[src/verilog/cfc_consts.svh]
// Offsets, field positions and reset values of the feature and clock-gate control bank
`ifndef CFC_CONSTS_SVH
`define CFC_CONSTS_SVH

`define CFC_ADDR_W 12
`define CFC_GATE_OVR_ADDR 12'h7F8
`define CFC_FEAT_DIS_ADDR 12'h7F9

`define CFC_FD_QOS_HI 18
`define CFC_FD_QOS_LO 16
`define CFC_FD_LDFWD 11
`define CFC_FD_ECC 8
`define CFC_FD_POSTED 6
`define CFC_FD_BRPRED 3
`define CFC_FD_COALESCE 2
`define CFC_FD_SINGLE 0
`define CFC_FD_QOS_RST 3'h7
`define CFC_FD_BIT_RST 1'h0
`define CFC_POSTED_RST_AHB 1'h0
`define CFC_POSTED_RST_AXI 1'h1

`define CFC_GO_W 9
`define CFC_GO_RST 9'h000
`define CFC_GO_BIT_RST 1'h0

`define CFC_WORD_ZERO 32'h0000_0000

`endif

[src/verilog/cfc_pkg.sv]
// Types for the feature and clock-gate control bank
package cfc_pkg;

    typedef enum logic {
        CFC_BUS_AHB_LITE,
        CFC_BUS_AXI4
    } cfc_bus_kind_t;

    // CSR access from the core's CSR pipeline
    typedef struct packed {
        logic wr_en;
        logic rd_en;
        logic [11:0] addr;
        logic [31:0] wdata;
    } cfc_csr_req_t;

    // Static feature-disable levels
    typedef struct packed {
        logic [2:0] dma_qos;
        logic ext_load_fwd_dis;
        logic ecc_check_dis;
        logic side_effect_posted_dis;
        logic branch_pred_dis;
        logic wb_coalesce_dis;
        logic single_issue_mode;
    } cfc_feat_t;

    // Per-unit clock gating overrides, bit order matches the register
    typedef struct packed {
        logic misc;
        logic decode;
        logic execute;
        logic fetch;
        logic load_store_unit;
        logic bus;
        logic irq_ctrl;
        logic data_mem;
        logic instr_mem;
    } cfc_gate_t;

endpackage : cfc_pkg

[src/verilog/cfc_ctrl.sv]
// Feature-disable and clock-gate override control registers in CSR space
`timescale 1ns/1ps
`include "cfc_consts.svh"

module cfc_ctrl #(
    parameter cfc_pkg::cfc_bus_kind_t BUS_KIND = cfc_pkg::CFC_BUS_AHB_LITE
) (
    input wire logic clk,
    input wire logic rst_n,
    input wire cfc_pkg::cfc_csr_req_t csr_req,
    output logic [31:0] csr_rdata,
    output logic csr_hit,
    output cfc_pkg::cfc_feat_t feat_dis,
    output cfc_pkg::cfc_gate_t gate_ovr
);

    // Posted-store reset level is fixed by the bus the core is built for
    localparam logic POSTED_DIS_RST = (BUS_KIND == cfc_pkg::CFC_BUS_AXI4) ?
        `CFC_POSTED_RST_AXI : `CFC_POSTED_RST_AHB;

    // Decoded request qualifiers
    logic sel_feat;
    logic sel_gate;
    logic wr_feat;
    logic wr_gate;
    logic rd_feat;
    logic rd_gate;

    // Feature-disable fields, one flop group per field
    logic [2:0] qos_r;
    logic [2:0] qos_nxt;
    logic ld_fwd_dis_r;
    logic ld_fwd_dis_nxt;
    logic ecc_dis_r;
    logic ecc_dis_nxt;
    logic posted_dis_r;
    logic posted_dis_nxt;
    logic br_pred_dis_r;
    logic br_pred_dis_nxt;
    logic coalesce_dis_r;
    logic coalesce_dis_nxt;
    logic single_issue_r;
    logic single_issue_nxt;
    cfc_pkg::cfc_feat_t feat_wr;
    cfc_pkg::cfc_feat_t feat_cur;

    // Override bits, assembled from the per-bit flops below
    wire logic [`CFC_GO_W-1:0] gate_q;

    // Register images and read path
    logic [31:0] feat_img;
    logic [31:0] gate_img;
    logic [31:0] rdata_r;
    logic [31:0] rdata_nxt;

    // Address compare used by the hit flag
    function automatic logic is_addr(input logic [11:0] a, input logic [11:0] ref_a);
        is_addr = (a == ref_a);
    endfunction : is_addr

    // Feature fields into register layout; unlisted bits stay zero
    function automatic logic [31:0] feat_word(input cfc_pkg::cfc_feat_t f);
        logic [31:0] w;
        w = `CFC_WORD_ZERO;
        w[`CFC_FD_QOS_HI:`CFC_FD_QOS_LO] = f.dma_qos;
        w[`CFC_FD_LDFWD] = f.ext_load_fwd_dis;
        w[`CFC_FD_ECC] = f.ecc_check_dis;
        w[`CFC_FD_POSTED] = f.side_effect_posted_dis;
        w[`CFC_FD_BRPRED] = f.branch_pred_dis;
        w[`CFC_FD_COALESCE] = f.wb_coalesce_dis;
        w[`CFC_FD_SINGLE] = f.single_issue_mode;
        feat_word = w;
    endfunction : feat_word

    // Register layout into feature fields; reserved bits are dropped
    function automatic cfc_pkg::cfc_feat_t feat_fields(input logic [31:0] w);
        cfc_pkg::cfc_feat_t f;
        f.dma_qos = w[`CFC_FD_QOS_HI:`CFC_FD_QOS_LO];
        f.ext_load_fwd_dis = w[`CFC_FD_LDFWD];
        f.ecc_check_dis = w[`CFC_FD_ECC];
        f.side_effect_posted_dis = w[`CFC_FD_POSTED];
        f.branch_pred_dis = w[`CFC_FD_BRPRED];
        f.wb_coalesce_dis = w[`CFC_FD_COALESCE];
        f.single_issue_mode = w[`CFC_FD_SINGLE];
        feat_fields = f;
    endfunction : feat_fields

    // Override bits into register layout; upper bits have no storage
    function automatic logic [31:0] gate_word(input logic [`CFC_GO_W-1:0] g);
        logic [31:0] w;
        w = `CFC_WORD_ZERO;
        w[`CFC_GO_W-1:0] = g;
        gate_word = w;
    endfunction : gate_word

    // Request decode
    always_comb begin
        sel_feat = 1'b0;
        sel_gate = 1'b0;
        case (csr_req.addr)
            `CFC_FEAT_DIS_ADDR: begin
                sel_feat = 1'b1;
            end
            `CFC_GATE_OVR_ADDR: begin
                sel_gate = 1'b1;
            end
            default: begin
                sel_feat = 1'b0;
            end
        endcase
    end

    // A read beside a write returns the image from before the write
    always_comb begin
        wr_feat = csr_req.wr_en && sel_feat;
        wr_gate = csr_req.wr_en && sel_gate;
        rd_feat = csr_req.rd_en && sel_feat;
        rd_gate = csr_req.rd_en && sel_gate;
    end

    // Only implemented bits are kept, so any written value reads legal
    always_comb begin
        feat_wr = feat_fields(csr_req.wdata);
    end

    // Feature-disable register
    // DMA QoS level; all eight codes are legal
    always_comb begin
        qos_nxt = qos_r;
        if (wr_feat) begin
            qos_nxt = feat_wr.dma_qos;
        end
    end

    always_ff @(posedge clk or negedge rst_n) begin
        if (!rst_n) begin
            qos_r <= `CFC_FD_QOS_RST;
        end else begin
            qos_r <= qos_nxt;
        end
    end

    // External load forwarding off
    always_comb begin
        ld_fwd_dis_nxt = ld_fwd_dis_r;
        if (wr_feat) begin
            ld_fwd_dis_nxt = feat_wr.ext_load_fwd_dis;
        end
    end

    always_ff @(posedge clk or negedge rst_n) begin
        if (!rst_n) begin
            ld_fwd_dis_r <= `CFC_FD_BIT_RST;
        end else begin
            ld_fwd_dis_r <= ld_fwd_dis_nxt;
        end
    end

    // Tightly coupled memory ECC checking off
    always_comb begin
        ecc_dis_nxt = ecc_dis_r;
        if (wr_feat) begin
            ecc_dis_nxt = feat_wr.ecc_check_dis;
        end
    end

    always_ff @(posedge clk or negedge rst_n) begin
        if (!rst_n) begin
            ecc_dis_r <= `CFC_FD_BIT_RST;
        end else begin
            ecc_dis_r <= ecc_dis_nxt;
        end
    end

    // Side-effect stores wait for their response
    always_comb begin
        posted_dis_nxt = posted_dis_r;
        if (wr_feat) begin
            posted_dis_nxt = feat_wr.side_effect_posted_dis;
        end
    end

    always_ff @(posedge clk or negedge rst_n) begin
        if (!rst_n) begin
            posted_dis_r <= POSTED_DIS_RST;
        end else begin
            posted_dis_r <= posted_dis_nxt;
        end
    end

    // Branch prediction and return stack off
    always_comb begin
        br_pred_dis_nxt = br_pred_dis_r;
        if (wr_feat) begin
            br_pred_dis_nxt = feat_wr.branch_pred_dis;
        end
    end

    always_ff @(posedge clk or negedge rst_n) begin
        if (!rst_n) begin
            br_pred_dis_r <= `CFC_FD_BIT_RST;
        end else begin
            br_pred_dis_r <= br_pred_dis_nxt;
        end
    end

    // Write buffer coalescing off
    always_comb begin
        coalesce_dis_nxt = coalesce_dis_r;
        if (wr_feat) begin
            coalesce_dis_nxt = feat_wr.wb_coalesce_dis;
        end
    end

    always_ff @(posedge clk or negedge rst_n) begin
        if (!rst_n) begin
            coalesce_dis_r <= `CFC_FD_BIT_RST;
        end else begin
            coalesce_dis_r <= coalesce_dis_nxt;
        end
    end

    // One instruction in flight at a time
    always_comb begin
        single_issue_nxt = single_issue_r;
        if (wr_feat) begin
            single_issue_nxt = feat_wr.single_issue_mode;
        end
    end

    always_ff @(posedge clk or negedge rst_n) begin
        if (!rst_n) begin
            single_issue_r <= `CFC_FD_BIT_RST;
        end else begin
            single_issue_r <= single_issue_nxt;
        end
    end

    // One flop per override bit, so no storage exists above the field
    genvar gi;
    generate
        for (gi = 0; gi < `CFC_GO_W; gi++) begin : g_gate_bit
            logic bit_r;
            logic bit_nxt;

            always_comb begin
                bit_nxt = bit_r;
                if (wr_gate) begin
                    bit_nxt = csr_req.wdata[gi];
                end
            end

            always_ff @(posedge clk or negedge rst_n) begin
                if (!rst_n) begin
                    bit_r <= `CFC_GO_BIT_RST;
                end else begin
                    bit_r <= bit_nxt;
                end
            end

            assign gate_q[gi] = bit_r;
        end
    endgenerate

    // Register images as software reads them
    always_comb begin
        feat_img = feat_word(feat_cur);
    end

    always_comb begin
        gate_img = gate_word(gate_q);
    end

    // Misses and idle cycles return zero
    always_comb begin
        rdata_nxt = `CFC_WORD_ZERO;
        case ({rd_feat, rd_gate})
            2'h2: begin
                rdata_nxt = feat_img;
            end
            2'h1: begin
                rdata_nxt = gate_img;
            end
            default: begin
                rdata_nxt = `CFC_WORD_ZERO;
            end
        endcase
    end

    // Registered read data, one cycle after the read request
    always_ff @(posedge clk or negedge rst_n) begin
        if (!rst_n) begin
            rdata_r <= `CFC_WORD_ZERO;
        end else begin
            rdata_r <= rdata_nxt;
        end
    end

    // Field flops gathered into the output carrier
    always_comb begin
        feat_cur.dma_qos = qos_r;
        feat_cur.ext_load_fwd_dis = ld_fwd_dis_r;
        feat_cur.ecc_check_dis = ecc_dis_r;
        feat_cur.side_effect_posted_dis = posted_dis_r;
        feat_cur.branch_pred_dis = br_pred_dis_r;
        feat_cur.wb_coalesce_dis = coalesce_dis_r;
        feat_cur.single_issue_mode = single_issue_r;
    end

    assign csr_rdata = rdata_r;

    // Hit covers both registers whatever the strobes say
    assign csr_hit = is_addr(csr_req.addr, `CFC_FEAT_DIS_ADDR) ||
                     is_addr(csr_req.addr, `CFC_GATE_OVR_ADDR);

    // Straight from flops: levels move only on the edge after a write lands
    assign feat_dis = feat_cur;
    assign gate_ovr = gate_q;

endmodule : cfc_ctrl

[config.mk]
export PLATFORM = sky130hd
export DESIGN_NAME = cfc_ctrl
export DESIGN_NICKNAME = d
export VERILOG_FILES = /design/src/verilog/cfc_pkg.sv /design/src/verilog/cfc_ctrl.sv
export VERILOG_INCLUDE_DIRS = /design/src /design/src/verilog
export SDC_FILE = /design/constraint.sdc
export NUM_CORES = 1
export LEC_CHECK = 0
export BUFFER_PORTS_ARGS = -buffer_cell sky130_fd_sc_hd__buf_2
export CORE_MARGIN = 1
export CORE_UTILIZATION = 45
export DETAILED_ROUTE_END_ITERATION = 8
export PLACE_DENSITY = 0.86
export SLEW_MARGIN = 5
export SYNTH_ARGS = -nofsm -noshare
export SYNTH_HDL_FRONTEND = slang
export SYNTH_SLANG_ARGS = --single-unit
[constraint.sdc]
create_clock -name clk -period 2.25 [get_ports clk]
set_clock_uncertainty 0.05 [all_clocks]
set_input_delay 0.45 -clock clk [delete_from_list [all_inputs] [get_ports clk]]
set_output_delay 0.45 -clock clk [all_outputs]
set_load 0.01 [all_outputs]
==> results of run 1 <==
## layout make-up
cell class / instances / area (um2)
repair buffers: 66 / 345.3
multi-input cells: 70 / 544.3
clock buffers: 7 / 45.04
flip-flops and latches: 31 / 779.5
well taps: 44 / 55.05
fillers: 293 / 1354
clock inverters: 1 / 5.005
## power breakdown
| part | internal, mW | leakage [nW] | switching, mW | total [mW] |
|---|---|---|---|---|
| clock network | 0.121 | 0.0293 | 0.180 | 0.302 |
| registers | 0.559 | 0.422 | 0.00101 | 0.560 |
| logic | 0.0246 | 0.568 | 0.0404 | 0.0650 |
## synth_stat cells (all sizes together)
| cell type | count |
|---|---|
| nor4 | 2 |
| clkbuf | 1 |
| mux2 | 18 |
| dfstp | 3 |
| nor2 | 5 |
| nand2 | 1 |
| and2 | 8 |
| buf | 34 |
| dfrtp | 28 |
| nand4bb | 1 |
| nand3 | 1 |
| nor2b | 1 |
| conb | 1 |
| a22oi | 5 |
| and3b | 1 |
| nor3 | 1 |
| nand3b | 2 |
| nand4 | 1 |
| nand2b | 1 |
| ha | 2 |
| and3 | 1 |
## cells in the final DEF (no fill, tap or decap), types with 2 or more instances in the layout
master and instances:
mux2_2 17, buf_2 60, nand3b_1 2, ha_1 2, nor4_4 2, nor2_1 5
clkbuf_1 2, dfstp_2 3, buf_4 6, a22oi_1 5, dfrtp_1 28, and2_1 8
conb_1 19, clkbuf_4 5
## logic make-up after synthesis
| family | after synthesis | synth area share [%] |
|---|---|---|
| and+or+nand+nor | 26 | 13.71 |
| AOI/OAI and AO/OA | 5 | 2.478 |
| other | 1 | 0.2475 |
| muxes | 18 | 13.38 |
| DFF | 31 | 51.45 |
| buffers and inverters | 35 | 17.09 |
| adders and majority gates | 2 | 1.651 |
## registers in the layout, indices dropped and copies added (netlist names)
name,flops
br_pred_dis_r,1
coalesce_dis_r,1
csr_rdata,13
ecc_dis_r,1
g_gate_bit.bit_r,9
ld_fwd_dis_r,1
posted_dis_r,1
qos_r,3
single_issue_r,1
## path summary, 6_finish.rpt
path / from / endpoint / depth (start not counted)
min in group clk: csr_req[17] / qos_r[1] / 2
hold / removal: rst_n / ld_fwd_dis_r / 1
hold reg to reg: g_gate_bit[7].bit_r / csr_rdata[7] / 1
setup reg to reg: single_issue_r / single_issue_r / 1
max in group asynchronous: rst_n / g_gate_bit[0].bit_r / 1
setup / recovery: csr_req[34] / csr_hit / 5
## metal layers
metal  wire length, um  part of all wire [%]
met4                55                   2.1
met3               217                   8.5
met5                 0                     0
met2              1331                    52
met1               960                    37
## metrics by stage
stage | worst slack [ns] | hold slack [ns] | util, %
floorplan | 0.1373 | 0.1044 | -
global placement | 0.1954 | 0.4315 | 55.12
detailed placement | 0.1683 | 0.4425 | 55.12
CTS | 0.4446 | 0.09524 | 56.72
global route | 0.3740 | 0.1221 | 56.72
finish | 0.4604 | 0.07936 | 56.72
==> results.tsv, run 1 <==
metric	value	unit
cp-end-kind	output port	
clock.fmax	558.8	MHz
worstSetupStartpointType	primary input	
crit_family	simple AND/OR/NAND/NOR gates	
grt_max_degree	32	
power.density	522.0	nW/um2
cts_resized	0	
vdd_drop_max	0.2062	mV
tightest_slew	0.6367	ns
setup-violations-final	0	
io_pins	99	
cts_inserted_buffers	5	
first_global_vias	922	
wl_per_cell	11.71	um
final_nets	224	
clockRootBuffer	clkbuf_4	
drt-initial-drc-count	9	
cts.htree.levels	2	
grtUsageMet2	28.73	%
leakagePower	1.020	nW
die_y	60.03	um
slew_headroom	57.55	%
synth_area_leaders	dfrtp_1, buf_4, mux2_2, dfstp_2, and2_1	
ys_ff_latch	31	
crit_type	primary input to output port	
insertion_delay	0.33	ns
avgSynthCellArea	12.84	um2
antenna_found_initial	0	
synth.cell_area	1515	um2
dp_cells	211	
drc	0	
row_count	20	
syn2layout_area_growth	17.09	%
cts_tree	built	
grt_use_met3	4.329	%
port_buffers	60	
wl	2.564	mm
grt_pass1_wl	4.002	mm
via_per_inst	4.557	
cts_hold_buf	0	
final_cells	219	
coreArea	3128	um2
timing.final.crit_share	79.54	%
slew_violations	0	
yosys_warnings	0	
worst_path_largest_cell_delay	0.26	ns
placed_cell_area	1724	um2
cts_buffer_depth	2	
crit_arrival	1.29	ns
die_width	60.03	um
finalPower	926.1	uW
start_util	48.44	%
rsz0062_at_grt	false	
syn_inst	118	
place.gp.congestion	0.7233	
fin_crit	1.790	ns
cp_cell_sequence	buf_2 > nand4bb_4 > nor3_1 > buf_4 > buf_2	
globalRouteMet1Util	15.86	%
die_area	3603	um2
drive_gt1_share	54.86	%
crit_top_cell	buf_2	
cp_slowest_cell	nand4bb_4	
synth_cell_types	22	
cp_max_fo	5	
path_buf_inv	3	
tns	0	ns
clk_pin_slew	0.09	ns
grt.busiest_layer	met2	
dr.pass1.iters	4	
insertedDiodeCount	0	
vias	998	
outcome	completed	
grt-ovfl-total	0	
yosysTopAreaCell	dfrtp_1	
ys_seq_area_share	51.45	%
design_area	1774	um2
clock_sinks	31	
synth_top_cell_area_share	46.24	%
cp.required	1.75	ns
drv_cap	0	
dpl.hpwl	1.963	mm
hold_path_class	primary input to asynchronous set/reset pin	
hold_viol	0	
postCtsSetupBuffers	0	
regToRegSetupSlack	1.41	ns
ant_nets	0	
grt_usage	16.00	%
Note: power is estimated with default switching activity, not from simulation.
==> run 2, diff against run 1 <==
--- a/config.mk
+++ b/config.mk
@@ -8,9 +8,9 @@
 export LEC_CHECK = 0
 export BUFFER_PORTS_ARGS = -buffer_cell sky130_fd_sc_hd__buf_2
 export CORE_MARGIN = 1
-export CORE_UTILIZATION = 45
+export CORE_UTILIZATION = 42
 export DETAILED_ROUTE_END_ITERATION = 8
-export PLACE_DENSITY = 0.86
+export PLACE_DENSITY = 0.81
 export SLEW_MARGIN = 5
 export SYNTH_ARGS = -nofsm -noshare
 export SYNTH_HDL_FRONTEND = slang
==> constraint.sdc (replaced) <==
create_clock -name clk -period 1.8 [get_ports clk]
set_clock_uncertainty 0.05 [all_clocks]
set_input_delay 0.36 -clock clk [delete_from_list [all_inputs] [get_ports clk]]
set_output_delay 0.36 -clock clk [all_outputs]
set_load 0.01 [all_outputs]
==> results.tsv, run 2 (synthesis results as in run 1) <==
metric	value	unit
r2r-start	g_gate_bit[0].bit_r	
drt-initial-drc-count	35	
timing.final.crit_share	89.31	%
cp.required	1.39	ns
grt_max_degree	32	
cp_slowest_cell	nor3_4	
clock.fmax	622.0	MHz
slew_headroom	56.95	%
cts_hold_buf	0	
hold_viol	9	
vias	980	
switchingPower	264.8	uW
cp_cell_sequence	buf_2 > nand4bb_4 > nor3_4 > buf_4 > buf_2	
crit_type	primary input to output port	
outcome	complete, but fails checks	
final_cell_mix	buf_2, dfrtp_1, conb_1	
die_area	3852	um2
slew_violations	0	
clockRootBuffer	clkbuf_4	
power.density	644.3	nW/um2
insertion_delay	0.33	ns
final_nets	228	
worstSetupStartpointType	primary input	
first_global_vias	818	
finalPower	1.175	mW
p_clk_share	33.4	%
vdd_drop_max	0.2284	mV
regToRegSetupSlack	0.96	ns
drv_cap	0	
layout_commonest_cell	buf_2	
grt_pass1_wl	3.498	mm
syn2layout_area_growth	20.40	%
fin_ws	0.1924	ns
cts_tree	built	
die_width	62.07	um
leakagePower	1.057	nW
switching_share	22.53	%
place_ws	-0.1047	ns
via_per_inst	4.375	
row_count	21	
largest_reg_flops	13	
r2r-end	csr_rdata[0]	
dpl.hpwl	1.918	mm
coreArea	3390	um2
dr.pass1.iters	4	
startpoint	csr_req[34]	
crit_top_cell	buf_2	
rsz0062_at_grt	false	
grt_usage	13.55	%
final_util	53.82	%
ant_nets	0	
clk_pin_slew	0.09	ns
start_util	44.70	%
io_pins	99	
rr_worst_depth	2	
fill_cells	300	
setup-violations-final	0	
place.gp.congestion	0.7069	
crit_arrival	1.20	ns
cp_max_fo	5	
antenna_found_initial	0	
p_int	910.6	uW
drc	0	
cp-end-kind	output port	
drive_gt1_share	57.30	%
cts_buffer_depth	2	
violations	hold timing	
port_buffers	60	
comb_power_share	7.1	%
insertedDiodeCount	0	
seqPwrFrac	59.5	%
tightest_slew	0.6457	ns
cts_inserted_buffers	5	
hold_path_class	primary input to asynchronous set/reset pin	
clock_sinks	31	
die_y	62.07	um
cts.htree.levels	2	
wl_per_cell	10.82	um
worst_path_largest_cell_delay	0.26	ns
cts_resized	0	
fin_crit	1.608	ns
grt-ovfl-total	0	
tns	0	ns
postCtsSetupBuffers	0	
holdWs	-0.003772	ns
wl	2.423	mm
## run 2: cell count changes in the layout (fill, tap and decap cells not counted)
| cell | delta |
|---|---|
| buf_4 | +4 |
| clkbuf_1 | -2 |
| clkbuf_8 | +1 |
| nor3_1 | -1 |
| nor3_4 | +1 |
## run 2: power by group through the flow
stage / clock network [mW] / registers (mW) / logic (mW)
global placement: 0 / 0.713 / 0.0835
finish: 0.392 / 0.699 / 0.0839
floorplan: 0 / 0.713 / 0.0645
global route: 0.441 / 0.700 / 0.0949
detailed placement: 0 / 0.713 / 0.0850
CTS: 0.405 / 0.699 / 0.0851
## run 2: layer usage
| metal | wire (um) | global-route usage, % | part of all wire, % | up-vias |
|---|---|---|---|---|
| met4 | 71 | 10.48 | 2.9 | 0 |
| met3 | 155 | 3.934 | 6.4 | 5 |
| met2 | 1248 | 22.95 | 52 | 49 |
| met1 | 947 | 14.04 | 39 | 459 |
| met5 | 0 | 0 | 0 | - |
| li1 | - | - | - | 467 |
## run 2: how the worst max path moves through the flow
stage               slack (ns)            end  cells past startpoint
floorplan                0.009  csr_rdata[11]                      6
global placement         -0.09  csr_rdata[16]                      7
detailed placement       -0.10  csr_rdata[11]                      7
CTS                       0.18        csr_hit                      5
global route              0.12        csr_hit                      5
finish                    0.19        csr_hit                      5
## run 2: per-stage QoR
step	std cells	area, um2
4_1_cts	224	1824
2_1_floorplan	136	1594
3_3_place_gp	217	1768
3_5_place_dp	217	1768
6_report	224	1824
5_1_grt	224	1824
## run 2: worst max-delay path: cells and delay by family
kind,cells,cell delay [ns]
AND/OR/NAND/NOR,2,0.49
buffers and inverters,3,0.35
## run 2: final cells by class
cell class	instances	area, um2	share of cell area [%]
clock buffer	6	51.30	2.812
clock inverter	1	5.005	0.2743
multi-input combinational	70	555.5	30.45
sequential	31	779.5	42.73
tap	46	57.56	3.155
timing repair buffer	70	375.4	20.58
